<file path="src/core/tcc_pkg.sv">
// Constants, field layout and register map of the 16-bit capture/compare timer.
// Assumes a single 100 MHz clock and a plain strobe-based register port.
//
// Notes on behaviour
// - Free-running mode counts up every count clock.
// - Past FFFFH set overflow, wrap, keep counting.
// - Overflow flag stays set until software clears.
// - Compare match on A raises irq A.
// - Compare match on B raises irq B.
// - A captures on reverse trigger A or B.
// - B captures only on trigger A edge.
// - Reverse-phase capture into A raises no irq.
// - Reverse mode: trigger B edge raises irq A only.
// - Clear-start: trigger A captures B, clears, toggles.
// - Clear-start: trigger B still captures into A.
// - Reverse plus falling: A on rise, B on fall.
// - Free-run compares toggle output on each match.
// - Free-run captures toggle only via trigger bit.
// - Trigger B alone never captures into B.
// - Edge select 11 means both edges.
// - Counter reads never disturb counting.
// - Edge select 01 rising, 10 prohibited.
// - Clear-start without trigger overflows and continues.
// - Run mode 00 stops and zeroes counter.

package tcc_pkg;

  ////////////////////////////////////////////////////////////////////////////
  // Register map, word addresses on the register port
  localparam int TCC_ADDR_W = 3;
  localparam logic [2:0] TCC_ADDR_COUNTER = 3'h0;
  localparam logic [2:0] TCC_ADDR_CC_A = 3'h1;
  localparam logic [2:0] TCC_ADDR_CC_B = 3'h2;
  localparam logic [2:0] TCC_ADDR_MODE = 3'h3;
  localparam logic [2:0] TCC_ADDR_CAPSEL = 3'h4;
  localparam logic [2:0] TCC_ADDR_PRESC = 3'h5;
  localparam logic [2:0] TCC_ADDR_OUTCTL = 3'h6;

  ////////////////////////////////////////////////////////////////////////////
  // Field positions
  localparam int TCC_MODE_OVF_BIT = 0;
  localparam int TCC_MODE_TOGGLE_BIT = 1;
  localparam int TCC_MODE_RUN_LO = 2;
  localparam int TCC_CAPSEL_A_CAP_BIT = 0;
  localparam int TCC_CAPSEL_REVERSE_BIT = 1;
  localparam int TCC_CAPSEL_B_CAP_BIT = 2;
  localparam int TCC_PRESC_CLK_LO = 0;
  localparam int TCC_PRESC_A_EDGE_LO = 3;
  localparam int TCC_PRESC_B_EDGE_LO = 5;
  localparam int TCC_OUTCTL_ENABLE_BIT = 0;

  ////////////////////////////////////////////////////////////////////////////
  // Reset values and counter top
  localparam logic [15:0] TCC_RST_COUNT = 16'h0000;
  localparam logic [15:0] TCC_RST_CC = 16'h0000;
  localparam logic [6:0] TCC_RST_PRESC = 7'h00;
  localparam logic [2:0] TCC_RST_CAPSEL = 3'h0;
  localparam logic [15:0] TCC_COUNT_MAX = 16'hFFFF;

  ////////////////////////////////////////////////////////////////////////////
  // Run modes, trigger edge encodings and count clock choices
  typedef enum logic [1:0] {
    TCC_RUN_STOP = 2'h0,
    TCC_RUN_FREE = 2'h1,
    TCC_RUN_CLEAR_START = 2'h2,
    TCC_RUN_RESERVED = 2'h3
  } tcc_run_mode_type;

  localparam logic [1:0] TCC_EDGE_FALL = 2'h0;
  localparam logic [1:0] TCC_EDGE_RISE = 2'h1;
  localparam logic [1:0] TCC_EDGE_BOTH = 2'h3;
  localparam logic [1:0] TCC_CLK_DIV1 = 2'h0;
  localparam logic [1:0] TCC_CLK_DIV4 = 2'h1;
  localparam logic [1:0] TCC_CLK_DIV16 = 2'h2;
  localparam logic [1:0] TCC_CLK_TRIG_A = 2'h3;
  localparam int TCC_PRESC_W = 4;
  localparam logic [3:0] TCC_DIV4_LAST = 4'h3;
  localparam logic [3:0] TCC_DIV16_LAST = 4'hF;

endpackage : tcc_pkg

</file>
<file path="src/core/tcc_timer.sv">
// 16-bit up-counter with two capture/compare registers, free-running and
// clear-and-start modes, trigger edge detection and a toggling output.
// Assumes trigger inputs already synchronous to ref_clk and a register
// master that issues single-cycle strobes and takes read data next cycle.
//
// Added by the designer: the address-and-strobe port and the placing of the registers.

`timescale 1ns/1ps

module tcc_timer
  import tcc_pkg::*;
#(
  parameter int CNT_W = 16
) (
  input logic ref_clk,
  input logic srst,
  input logic [TCC_ADDR_W-1:0] reg_addr,
  input logic [CNT_W-1:0] reg_wdata,
  input logic reg_wr,
  input logic reg_rd,
  output logic [CNT_W-1:0] reg_rdata,
  input logic trigger_input_a,
  input logic trigger_input_b,
  output logic timer_output_pin,
  output logic match_irq_a,
  output logic match_irq_b
);

  ////////////////////////////////////////////////////////////////////////////
  // Software-visible state, prescaler count and trigger history
  logic [CNT_W-1:0] up_counter;
  logic [CNT_W-1:0] capture_compare_a;
  logic [CNT_W-1:0] capture_compare_b;
  tcc_run_mode_type run_mode;
  logic output_toggle_on_trigger;
  logic overflow_flag;
  logic [2:0] capture_select_reg;
  logic [6:0] prescaler_edge_reg;
  logic output_enable;
  logic [TCC_PRESC_W-1:0] presc_count;
  logic prev_a;
  logic prev_b;

  ////////////////////////////////////////////////////////////////////////////
  // Register decode
  logic wr_count_a;
  logic wr_count_b;
  logic wr_mode;
  logic wr_capsel;
  logic wr_presc;
  logic wr_outctl;
  assign wr_count_a = reg_wr && (reg_addr == TCC_ADDR_CC_A);
  assign wr_count_b = reg_wr && (reg_addr == TCC_ADDR_CC_B);
  assign wr_mode = reg_wr && (reg_addr == TCC_ADDR_MODE);
  assign wr_capsel = reg_wr && (reg_addr == TCC_ADDR_CAPSEL);
  assign wr_presc = reg_wr && (reg_addr == TCC_ADDR_PRESC);
  assign wr_outctl = reg_wr && (reg_addr == TCC_ADDR_OUTCTL);

  // Configuration fields
  logic a_is_capture;
  logic b_is_capture;
  logic reverse_phase_select;
  logic [1:0] count_clock_select;
  logic [1:0] trigger_a_edge_select;
  logic [1:0] trigger_b_edge_select;
  assign a_is_capture = capture_select_reg[TCC_CAPSEL_A_CAP_BIT];
  assign b_is_capture = capture_select_reg[TCC_CAPSEL_B_CAP_BIT];
  assign reverse_phase_select = capture_select_reg[TCC_CAPSEL_REVERSE_BIT];
  assign count_clock_select = prescaler_edge_reg[TCC_PRESC_CLK_LO +: 2];
  assign trigger_a_edge_select = prescaler_edge_reg[TCC_PRESC_A_EDGE_LO +: 2];
  assign trigger_b_edge_select = prescaler_edge_reg[TCC_PRESC_B_EDGE_LO +: 2];

  ////////////////////////////////////////////////////////////////////////////
  // Trigger edge detection
  logic rise_a;
  logic fall_a;
  logic rise_b;
  logic fall_b;
  logic valid_a;
  logic reverse_a;
  logic valid_b;
  assign rise_a = trigger_input_a && !prev_a;
  assign fall_a = !trigger_input_a && prev_a;
  assign rise_b = trigger_input_b && !prev_b;
  assign fall_b = !trigger_input_b && prev_b;

  // Edge select: 00 falling, 01 rising, 11 both, 10 never fires
  assign valid_a = ((trigger_a_edge_select == TCC_EDGE_FALL) && fall_a)
                || ((trigger_a_edge_select == TCC_EDGE_RISE) && rise_a)
                || ((trigger_a_edge_select == TCC_EDGE_BOTH) && (rise_a || fall_a));
  assign valid_b = ((trigger_b_edge_select == TCC_EDGE_FALL) && fall_b)
                || ((trigger_b_edge_select == TCC_EDGE_RISE) && rise_b)
                || ((trigger_b_edge_select == TCC_EDGE_BOTH) && (rise_b || fall_b));

  // Opposite phase of the trigger A valid edge; none when both edges count
  assign reverse_a = ((trigger_a_edge_select == TCC_EDGE_FALL) && rise_a)
                  || ((trigger_a_edge_select == TCC_EDGE_RISE) && fall_a);

  always_ff @(posedge ref_clk) begin
    if (srst) begin
      prev_a <= 1'b0;
      prev_b <= 1'b0;
    end else begin
      prev_a <= trigger_input_a;
      prev_b <= trigger_input_b;
    end
  end

  ////////////////////////////////////////////////////////////////////////////
  // Count clock from prescaler or trigger A
  logic count_tick;
  logic running;
  logic clear_mode;
  assign running = (run_mode == TCC_RUN_FREE) || (run_mode == TCC_RUN_CLEAR_START);
  assign clear_mode = (run_mode == TCC_RUN_CLEAR_START);
  assign count_tick = ((count_clock_select == TCC_CLK_DIV1))
                   || ((count_clock_select == TCC_CLK_DIV4) && (presc_count[1:0] == TCC_DIV4_LAST[1:0]))
                   || ((count_clock_select == TCC_CLK_DIV16) && (presc_count == TCC_DIV16_LAST))
                   || ((count_clock_select == TCC_CLK_TRIG_A) && valid_a);

  always_ff @(posedge ref_clk) begin
    if (srst) begin
      presc_count <= '0;
    end else begin
      presc_count <= presc_count + 1'b1;
    end
  end

  ////////////////////////////////////////////////////////////////////////////
  // Compare matches, captures and interrupt causes
  logic match_a;
  logic match_b;
  logic cap_a_now;
  logic cap_b_now;
  logic trig_clear;
  logic at_max;
  logic [CNT_W-1:0] cnt_plus_one;
  assign match_a = running && count_tick && !a_is_capture && (up_counter == capture_compare_a);
  assign match_b = running && count_tick && !b_is_capture && (up_counter == capture_compare_b);
  // A captures from the reverse phase of trigger A or from trigger B
  assign cap_a_now = running && a_is_capture && (reverse_phase_select ? reverse_a : valid_b);
  // B listens to trigger A only, so trigger B alone never fills it
  assign cap_b_now = running && b_is_capture && valid_a;
  assign trig_clear = clear_mode && valid_a;
  assign at_max = (up_counter == TCC_COUNT_MAX[CNT_W-1:0]);
  assign cnt_plus_one = up_counter + 1'b1;

  // Interrupt causes; reverse-phase captures are silent, trigger B still fires
  logic next_irq_a;
  logic next_irq_b;
  assign next_irq_a = match_a || (running && a_is_capture && valid_b);
  assign next_irq_b = match_b || cap_b_now;

  // Output toggle causes: any match, or trigger A when enabled
  logic toggle_req;
  assign toggle_req = match_a || match_b || (running && output_toggle_on_trigger && valid_a);

  ////////////////////////////////////////////////////////////////////////////
  // Counter and overflow
  logic [CNT_W-1:0] next_counter;
  logic ovf_set;
  logic ovf_clear;
  assign next_counter = !running ? TCC_RST_COUNT[CNT_W-1:0]
                      : trig_clear ? TCC_RST_COUNT[CNT_W-1:0]
                      : count_tick ? cnt_plus_one
                      : up_counter;
  assign ovf_set = running && count_tick && at_max && !trig_clear;
  assign ovf_clear = wr_mode && !reg_wdata[TCC_MODE_OVF_BIT];

  always_ff @(posedge ref_clk) begin
    if (srst) begin
      up_counter <= TCC_RST_COUNT[CNT_W-1:0];
    end else begin
      up_counter <= next_counter;
    end
  end

  // Set wins over a software clear in the same cycle
  always_ff @(posedge ref_clk) begin
    if (srst) begin
      overflow_flag <= 1'b0;
    end else begin
      overflow_flag <= ovf_set || (overflow_flag && !ovf_clear);
    end
  end

  ////////////////////////////////////////////////////////////////////////////
  // Capture/compare registers; a capture beats a software write
  always_ff @(posedge ref_clk) begin
    if (srst) begin
      capture_compare_a <= TCC_RST_CC[CNT_W-1:0];
    end else if (cap_a_now) begin
      capture_compare_a <= up_counter;
    end else if (wr_count_a) begin
      capture_compare_a <= reg_wdata;
    end
  end

  always_ff @(posedge ref_clk) begin
    if (srst) begin
      capture_compare_b <= TCC_RST_CC[CNT_W-1:0];
    end else if (cap_b_now) begin
      capture_compare_b <= up_counter;
    end else if (wr_count_b) begin
      capture_compare_b <= reg_wdata;
    end
  end

  ////////////////////////////////////////////////////////////////////////////
  // Control registers
  always_ff @(posedge ref_clk) begin
    if (srst) begin
      run_mode <= TCC_RUN_STOP;
      output_toggle_on_trigger <= 1'b0;
    end else if (wr_mode) begin
      run_mode <= tcc_run_mode_type'(reg_wdata[TCC_MODE_RUN_LO +: 2]);
      output_toggle_on_trigger <= reg_wdata[TCC_MODE_TOGGLE_BIT];
    end
  end

  always_ff @(posedge ref_clk) begin
    if (srst) begin
      capture_select_reg <= TCC_RST_CAPSEL;
      prescaler_edge_reg <= TCC_RST_PRESC;
      output_enable <= 1'b0;
    end else begin
      if (wr_capsel) capture_select_reg <= reg_wdata[2:0];
      if (wr_presc) prescaler_edge_reg <= reg_wdata[6:0];
      if (wr_outctl) output_enable <= reg_wdata[TCC_OUTCTL_ENABLE_BIT];
    end
  end

  ////////////////////////////////////////////////////////////////////////////
  // Timer output and interrupt pulses
  always_ff @(posedge ref_clk) begin
    if (srst) begin
      timer_output_pin <= 1'b0;
      match_irq_a <= 1'b0;
      match_irq_b <= 1'b0;
    end else begin
      if (!output_enable) timer_output_pin <= 1'b0;
      else if (toggle_req) timer_output_pin <= !timer_output_pin;
      match_irq_a <= next_irq_a;
      match_irq_b <= next_irq_b;
    end
  end

  ////////////////////////////////////////////////////////////////////////////
  // Read mux; reading the counter has no side effect
  logic [CNT_W-1:0] rd_mux;
  logic [15:0] mode_word;
  assign mode_word = {12'h000, run_mode, output_toggle_on_trigger, overflow_flag};
  assign rd_mux = (reg_addr == TCC_ADDR_COUNTER) ? up_counter
                : (reg_addr == TCC_ADDR_CC_A) ? capture_compare_a
                : (reg_addr == TCC_ADDR_CC_B) ? capture_compare_b
                : (reg_addr == TCC_ADDR_MODE) ? mode_word[CNT_W-1:0]
                : (reg_addr == TCC_ADDR_CAPSEL) ? {{(CNT_W-3){1'b0}}, capture_select_reg}
                : (reg_addr == TCC_ADDR_PRESC) ? {{(CNT_W-7){1'b0}}, prescaler_edge_reg}
                : (reg_addr == TCC_ADDR_OUTCTL) ? {{(CNT_W-1){1'b0}}, output_enable}
                : '0;

  always_ff @(posedge ref_clk) begin
    if (srst) begin
      reg_rdata <= '0;
    end else if (reg_rd) begin
      reg_rdata <= rd_mux;
    end else begin
      reg_rdata <= '0;
    end
  end

  ////////////////////////////////////////////////////////////////////////////
  // Checks
  a_stop_zeroes:
  assert property (@(posedge ref_clk) disable iff (srst)
    (run_mode == TCC_RUN_STOP) |=> (up_counter == '0))
    else $error("counter not zero while stopped");

  a_free_increments:
  assert property (@(posedge ref_clk) disable iff (srst)
    (run_mode == TCC_RUN_FREE) && count_tick |=> (up_counter == $past(cnt_plus_one)))
    else $error("free-running counter did not step by one");

  a_wrap_overflow:
  assert property (@(posedge ref_clk) disable iff (srst)
    (run_mode == TCC_RUN_FREE) && count_tick && at_max |=> overflow_flag && (up_counter == '0))
    else $error("wrap did not set overflow");

  a_overflow_sticky:
  assert property (@(posedge ref_clk) disable iff (srst)
    overflow_flag && !ovf_clear |=> overflow_flag)
    else $error("overflow flag dropped without a clear");

  a_match_irq:
  assert property (@(posedge ref_clk) disable iff (srst)
    running && count_tick && !a_is_capture && (up_counter == capture_compare_a) && !trig_clear
    |=> match_irq_a && (up_counter == $past(cnt_plus_one)))
    else $error("compare A match missed or counter cleared");

  a_capture_b_trig:
  assert property (@(posedge ref_clk) disable iff (srst)
    running && b_is_capture && valid_a |=> match_irq_b && (capture_compare_b == $past(up_counter)))
    else $error("capture into B on trigger A failed");

  a_reverse_silent:
  assert property (@(posedge ref_clk) disable iff (srst)
    running && a_is_capture && reverse_phase_select && reverse_a && !valid_b
    |=> !match_irq_a && (capture_compare_a == $past(up_counter)))
    else $error("reverse-phase capture misbehaved");

  a_clear_start:
  assert property (@(posedge ref_clk) disable iff (srst)
    clear_mode && valid_a |=> (up_counter == '0))
    else $error("trigger A did not clear counter");

  a_trigger_toggle:
  assert property (@(posedge ref_clk) disable iff (srst)
    output_enable && running && output_toggle_on_trigger && valid_a
    |=> (timer_output_pin != $past(timer_output_pin)))
    else $error("output did not toggle on trigger A");

  a_counter_read:
  assert property (@(posedge ref_clk) disable iff (srst)
    reg_rd && (reg_addr == TCC_ADDR_COUNTER) |=> (reg_rdata == $past(up_counter)))
    else $error("counter read returned wrong value");

  a_prohibited_edge:
  assert property (@(posedge ref_clk) disable iff (srst)
    (trigger_b_edge_select == 2'h2) |-> !valid_b)
    else $error("prohibited edge select produced an edge");

  a_match_b_irq:
  assert property (@(posedge ref_clk) disable iff (srst)
    running && count_tick && !b_is_capture && (up_counter == capture_compare_b) && !trig_clear
    |=> match_irq_b && (up_counter == $past(cnt_plus_one)))
    else $error("compare B match missed or counter cleared");

  a_match_toggle:
  assert property (@(posedge ref_clk) disable iff (srst)
    output_enable && (match_a || match_b) |=> (timer_output_pin != $past(timer_output_pin)))
    else $error("output did not toggle on a compare match");

  a_trig_b_irq:
  assert property (@(posedge ref_clk) disable iff (srst)
    running && a_is_capture && reverse_phase_select && valid_b |=> match_irq_a)
    else $error("trigger B edge did not raise irq A");

  c_overflow_seen:
  cover property (@(posedge ref_clk) disable iff (srst) ovf_set);

  c_clear_start_capture:
  cover property (@(posedge ref_clk) disable iff (srst) clear_mode && cap_b_now);

  c_both_compare_toggle:
  cover property (@(posedge ref_clk) disable iff (srst) match_a ##[1:300] match_b);

  c_reverse_capture:
  cover property (@(posedge ref_clk) disable iff (srst) cap_a_now && reverse_phase_select);

endmodule : tcc_timer

</file>
<file path="config.mk">
export PLATFORM = sky130hd
export DESIGN_NAME = tcc_timer
export DESIGN_NICKNAME = d
export VERILOG_FILES = /design/src/core/tcc_pkg.sv /design/src/core/tcc_timer.sv
export SDC_FILE = /design/constraint.sdc
export NUM_CORES = 1
export LEC_CHECK = 0
export BUFFER_PORTS_ARGS = -buffer_cell sky130_fd_sc_hd__buf_2
export CORE_ASPECT_RATIO = 0.5
export CORE_MARGIN = 2
export CORE_UTILIZATION = 45
export DETAILED_ROUTE_END_ITERATION = 16
export PLACE_DENSITY_LB_ADDON = 0.05
export SYNTH_ARGS = -nofsm -noshare
export SYNTH_HDL_FRONTEND = slang
export SYNTH_SLANG_ARGS = --single-unit
</file>
<file path="constraint.sdc">
create_clock -name ref_clk -period 2.4 [get_ports ref_clk]
set_input_delay 0.48 -clock ref_clk [delete_from_list [all_inputs] [get_ports ref_clk]]
set_output_delay 0.48 -clock ref_clk [all_outputs]
set_load 0.01 [all_outputs]
</file>
Word level (Yosys, flattened, before mapping)
Index checks and enable logic that the tools add are counted.
- register bits after elaboration: 88
- input bits: 25
- output and inout port bits: 19
- RAM bits: 0
- ROM bits: 0
- latch bits: 0
- word-level logic and storage cells: 126
- memories kept: 0
- mux-type cells: 12
- magnitude comparators: 0
- $add $sub $neg: 2
- reduce and logical (&&, ||, !) cells: 73
- equality and inequality tests: 20
- multiply operators: 0
- divide/modulo/power cells: 0
- shift-type cells: 0
- bitwise logic cells: 3
- operators by type and width (operator ; count):
    two-way mux 16 bit ; 7
    logical AND 1 bit ; 38
    equality test 16 bit ; 2
    two-way mux 7 bit ; 3
    adder 16 x 1 -> 16 bit, second input constant ; 1
    equality test 16 bit, second input constant ; 1
    logical OR 1 bit ; 16
    equality test 2 bit, second input constant ; 6
    logical NOT 1 bit ; 10
    equality test 3 bit, second input constant ; 3
    equality test 2 x 1 -> 1 bit, second input constant ; 4
    equality test 3 x 2 -> 1 bit, second input constant ; 2
    logical NOT 2 bit ; 3
    adder 4 x 1 -> 4 bit, second input constant ; 1
    equality test 4 bit, second input constant ; 1
    nonzero test 2 bit ; 2
    OR reduction 2 bit ; 2
    equality test 3 x 1 -> 1 bit, second input constant ; 1
    logical NOT 3 bit ; 1
    NOT 1 bit ; 3
    OR reduction 3 bit ; 1
    two-way mux 1 bit ; 2

Logic depth before layout (Yosys ltp)
- depth in word-level cells: 12
- depth in mapped cells: 9
- depth with buffers taken out: 8

Least setup slack after synthesis
No wires, ideal clock.
- path kind: input port to flip-flop
- start: input trigger_input_a
- end: register up_counter[7]
- required time: 2.336 ns
- library setup time: 0.064 ns
- arrival time: 1.792 ns
- cell stages on the path: 8
- path buffers: 2
- path slack: 0.544 ns
- cells stage by stage: ha_1 or2_1 a32oi_1 o21bai_1 or2_1 buf_6 buf_6 nor2_1
- word-level cells in the longest chain between the ends: 7
- elaborated cells on any way between the ends: 13
- those cells by class: reduce/logical: 13
- RTL lines (what ; line ; RTL):
    start: declaration ; tcc_timer.sv:22 ; input logic trigger_input_a,
    logical NOT 1 bit ; tcc_timer.sv:83 ; assign fall_a = !trigger_input_a && prev_a;
    logical AND 1 bit ; tcc_timer.sv:83 ;
    logical AND 1 bit or logical OR 1 bit (tied branches) ; tcc_timer.sv:88, tcc_timer.sv:90 ;
    logical OR 1 bit or logical AND 1 bit (tied branches) ; tcc_timer.sv:89, tcc_timer.sv:90 ;
    logical OR 1 bit (*) ; tcc_timer.sv:90 ; || ((trigger_a_edge_select == TCC_EDGE_BOTH) && (rise_a || fall_a));
    logical AND 1 bit (on tied branches) ; tcc_timer.sv:144, tcc_timer.sv:119 ;
    OR reduction 3 bit (no line) or logical OR 1 bit (tied branches) ; -- ;
    end signal: assignment ; tcc_timer.sv:172 ; up_counter <= TCC_RST_COUNT[CNT_W-1:0];
    end signal: assignment ; tcc_timer.sv:174 ; up_counter <= next_counter;
    end: declaration ; tcc_timer.sv:31 ; logic [CNT_W-1:0] up_counter;
Every way passes the cells marked *; elsewhere a longest branch is shown, timed or not.
A chain may end at the register's enable or synchronous reset.

Worst setup path after layout
- start: register run_mode[0]
- end: register timer_output_pin
- word-level cells in the longest chain between the ends: 7
- elaborated cells on any way between the ends: 12
- those cells by class: eq/ne: 2; reduce/logical: 10
- RTL lines (what ; line ; RTL):
    start: declaration ; tcc_timer.sv:34 ; tcc_run_mode_type run_mode;
    start signal: assignment ; tcc_timer.sv:216 ; run_mode <= tcc_run_mode_type'(reg_wdata[TCC_MODE_RUN_LO +: 2]);
    equality test 2 x 1 -> 1 bit or equality test 2 bit (tied branches) ; tcc_timer.sv:114 ; assign running = (run_mode == TCC_RUN_FREE) || (run_mode == TCC_RUN_CLEAR_START);
    logical OR 1 bit (*) ; tcc_timer.sv:114 ;
    logical AND 1 bit ; tcc_timer.sv:138, tcc_timer.sv:139 ;
    logical AND 1 bit (on tied branches) (2 in a row) ; tcc_timer.sv:138, tcc_timer.sv:139 ;
    logical OR 1 bit ; tcc_timer.sv:156 ; assign toggle_req = match_a || match_b || (running && output_toggle_on_trigger && valid_a);
    logical OR 1 bit (*) ; tcc_timer.sv:156 ;
    end signal: assignment ; tcc_timer.sv:242 ; else if (toggle_req) timer_output_pin <= !timer_output_pin;
    end: declaration ; tcc_timer.sv:24 ; output logic timer_output_pin,
Marks and branches as above.

==> flow_summary.toml <==
[yosys]
synth_nets = 566
muxShareOfSynthArea = 0.0974
synth_fa_ha_area_frac = 0.0189
yosys.area_share.simple = 0.185
ys_async_sr_fraction = 0
ys_warn_count = 0
synthCells = 534
synth_xor_area_frac = 0.0928
ys_ff_latch = 88
synth.distinct_cells = 50
synth.avg_cell_area_um2 = 8.66
seq_area_frac_synth = 0.381
synth_top_family_by_area = "simple AND/OR/NAND/NOR gates"
yosys_most_used_dff = "dfxtp_1"
synth_compound_area_frac = 0.143
syn-cell-area_mm2 = 0.00463
synth_edf_count = 0

[pwr]
fin_total_pwr_uw = 3070
p_clk_frac = 0.421
seqPwrFrac = 0.492
ir_drop_uv = 339
intPower_uw = 2320
combPwrFrac = 0.087
leakage_uw = 0.00211
p_sw_uw = 756
p_sw_frac = 0.246
power.density_mw_per_mm2 = 588

[sta]
relSlewSlack = 0.584
layout_min_cycle_time_ns = 2.07
tns_ns = 0
rsz0062_at_grt = "false"
hold_viol = 0
fin_skew_ns = 0.00707
tightest_slew_ns = 0.624
setup_viol = 0
min_period_over_period = 0.864
slew_violations = 0
whs_ns = 0.392
max_freq_ghz = 0.482

[layout]
final_cell_area_mm2 = 0.00523
layout-area-overhead-vs-synth_pct = 13.1
drive_gt1_frac = 0.167
fillers = 976
nNetsFinal = 603
diodes = 0
final_util = 0.517

[clocking]
cts_setup_buffers = 0
cts_resized = 0
clockRootBuffer = "clkbuf_16"
cts_sinks = 88
cts_made_buffers = 9
clk_pin_slew_worst_paths_ns = 0.06
htree_levels = 3
clock_path_buffers = 2
cts_tree = "built"
hold_buffers = 0
worstSkewPairLatency_ns = 0.34

[setup_path]
cp.required_ns = 2.67
critPathSlowestCell = "nor4_1"
arrival_ns = 2.34
crit_fanout = 6
worst-setup-path-type = "flip-flop to flip-flop"
critical_path.max_stage_delay_ns = 0.50
critPathLaunchType = "flip-flop"
cp_cell_sequence = "inv_1 -> ha_1 -> nor4_1 -> nand4_1 -> o311ai_1 -> mux2i_1"
crit_path_end_kind = "flip-flop"

[floorplanning]
start_util = 0.457
die_w_um = 147
coreArea_mm2 = 0.0101
fp.dieArea_mm2 = 0.0112
die_h_um = 75.7
pin_count = 44
std_cell_rows = 26

[global_routing]
track_usage = 0.238
grt_pass1_vias = 3526
antenna_found_initial = 0
grt_max_degree = 33
grt_pass1_wl_mm = 19.9
gr-total-overflow = 0

[route]
routed_via_density = 5.36
via_count = 3839
drt-total-wl_mm = 12.7
wl_per_cell_um = 17.7
drt_iter0_markers = 246
drc_errors = 0
firstDrtPassIters = 5
ant_nets = 0

[run_status]
status = "complete, no violations"

[placement]
io_buffers = 43
dpl_cell_area_mm2 = 0.00496
hpwlAfterDp_mm = 9.04
gp_congestion = 0.808

[worst_hold_path]
hp-class = "input port to flip-flop"

[job]
maxCapViolCount = 0
==> power groups by stage <==
stage / combinational (µW) / clock (µW) / sequential [µW]
2_1_floorplan: 167 / 0 / 1540
3_3_place_gp: 263 / 0 / 1550
5_1_grt: 293 / 1370 / 1520
4_1_cts: 265 / 1320 / 1510
6_report: 266 / 1290 / 1510
3_5_place_dp: 263 / 0 / 1550
==> per-stage QoR <==
| stage | cells | setup WS (ns) |
|---|---|---|
| 2_1_floorplan | 534 | 0.544 |
| 3_3_place_gp | 700 | 0.239 |
| 3_5_place_dp | 700 | 0.132 |
| 4_1_cts | 716 | 0.356 |
| 5_1_grt | 716 | 0.217 |
| 6_report | 716 | 0.326 |
==> logic make-up (layout without fill, tap and decap cells) <==
logic type | Yosys count | in the layout
AOI/OAI and AO/OA | 99 | 99
adders and majority gates | 7 | 7
muxes | 45 | 45
buffers and inverters | 66 | 108
DFF | 88 | 88
and+or+nand+nor | 180 | 180
xor gates and xnor gates | 49 | 49
==> synthesized netlist by cell type (2+ instances only) <==
cell type,instances,area (µm²)
nor2b_1,4,25.0
xor2_1,15,131
and3_1,5,31.3
buf_1,2,7.51
nand3_1,10,50.1
nor2_2,2,12.5
clkbuf_8,4,55.1
buf_4,6,45.0
o21ai_0,18,90.1
nor2_1,105,394
inv_1,20,75.1
dfxtp_1,88,1760
ha_1,7,87.6
nor3_1,3,15.0
nand3_2,2,20.0
nor4_1,2,12.5
mux2i_1,45,450
buf_2,7,35.0
nand4_1,13,81.3
o221ai_1,3,26.3
a211oi_1,32,240
nand2_1,16,60.1
or2_1,2,12.5
xnor2_1,34,298
nor3_4,2,32.5
o211a_1,2,20.0
clkbuf_1,18,67.6
and4_1,4,35.0
o22ai_1,9,56.3
nor3b_1,3,22.5
buf_6,8,90.1
a21oi_1,25,125
==> routing by layer <==
layer	track usage	routed length, µm
met1	0.355	6740
met2	0.355	5140
met5	0	0
met3	0.0515	699
met4	0.0491	81
==> area by class of cell <==
class / instances / area, µm² / share of cell area
clock buffers: 12 / 246 / 0.0471
inverters: 21 / 78.8 / 0.0151
clock inverters: 4 / 20.0 / 0.00383
well taps: 140 / 175 / 0.0335
multi-input cells: 380 / 2480 / 0.475
flip-flops and latches: 88 / 1760 / 0.337
repair buffers: 71 / 463 / 0.0885
==> cell usage in the layout (no fill, tap or decap), types with 3 or more instances in the layout <==
cell       count
nor2_1       105
dfxtp_1       88
mux2i_1       45
buf_2         43
xnor2_1       34
a211oi_1      32
a21oi_1       25
buf_4         25
inv_1         20
o21ai_0       18
nand2_1       16
xor2_1        15
nand4_1       13
nand3_1       10
o22ai_1        9
clkbuf_16      9
ha_1           7
and3_1         5
nor2b_1        4
and4_1         4
clkinv_2       4
nor3b_1        3
o221ai_1       3
nor3_1         3
buf_12         3
==> path summary, 6_finish.rpt <==
path / depth (start not counted) / slack [ns] / startpoint / endpoint
worst max-delay path: 6 / 0.33 / run_mode[0] / timer_output_pin
worst min-delay path: 3 / 0.39 / trigger_input_b / prev_b
worst max register to register: 6 / 0.33 / run_mode[0] / timer_output_pin
worst min register to register: 1 / 0.45 / presc_count[0] / presc_count[0]
==> critical path: cells and delay by family, from the launching register on <==
kind                       cells  cell delay [ns]
and+or+nand+nor                2             0.76
adders and majority gates      1             0.41
DFF                            1             0.34
muxes                          1             0.23
AOI/OAI and AO/OA              1             0.21
buffers and inverters          1             0.05
(Power assumes the default switching activity.)
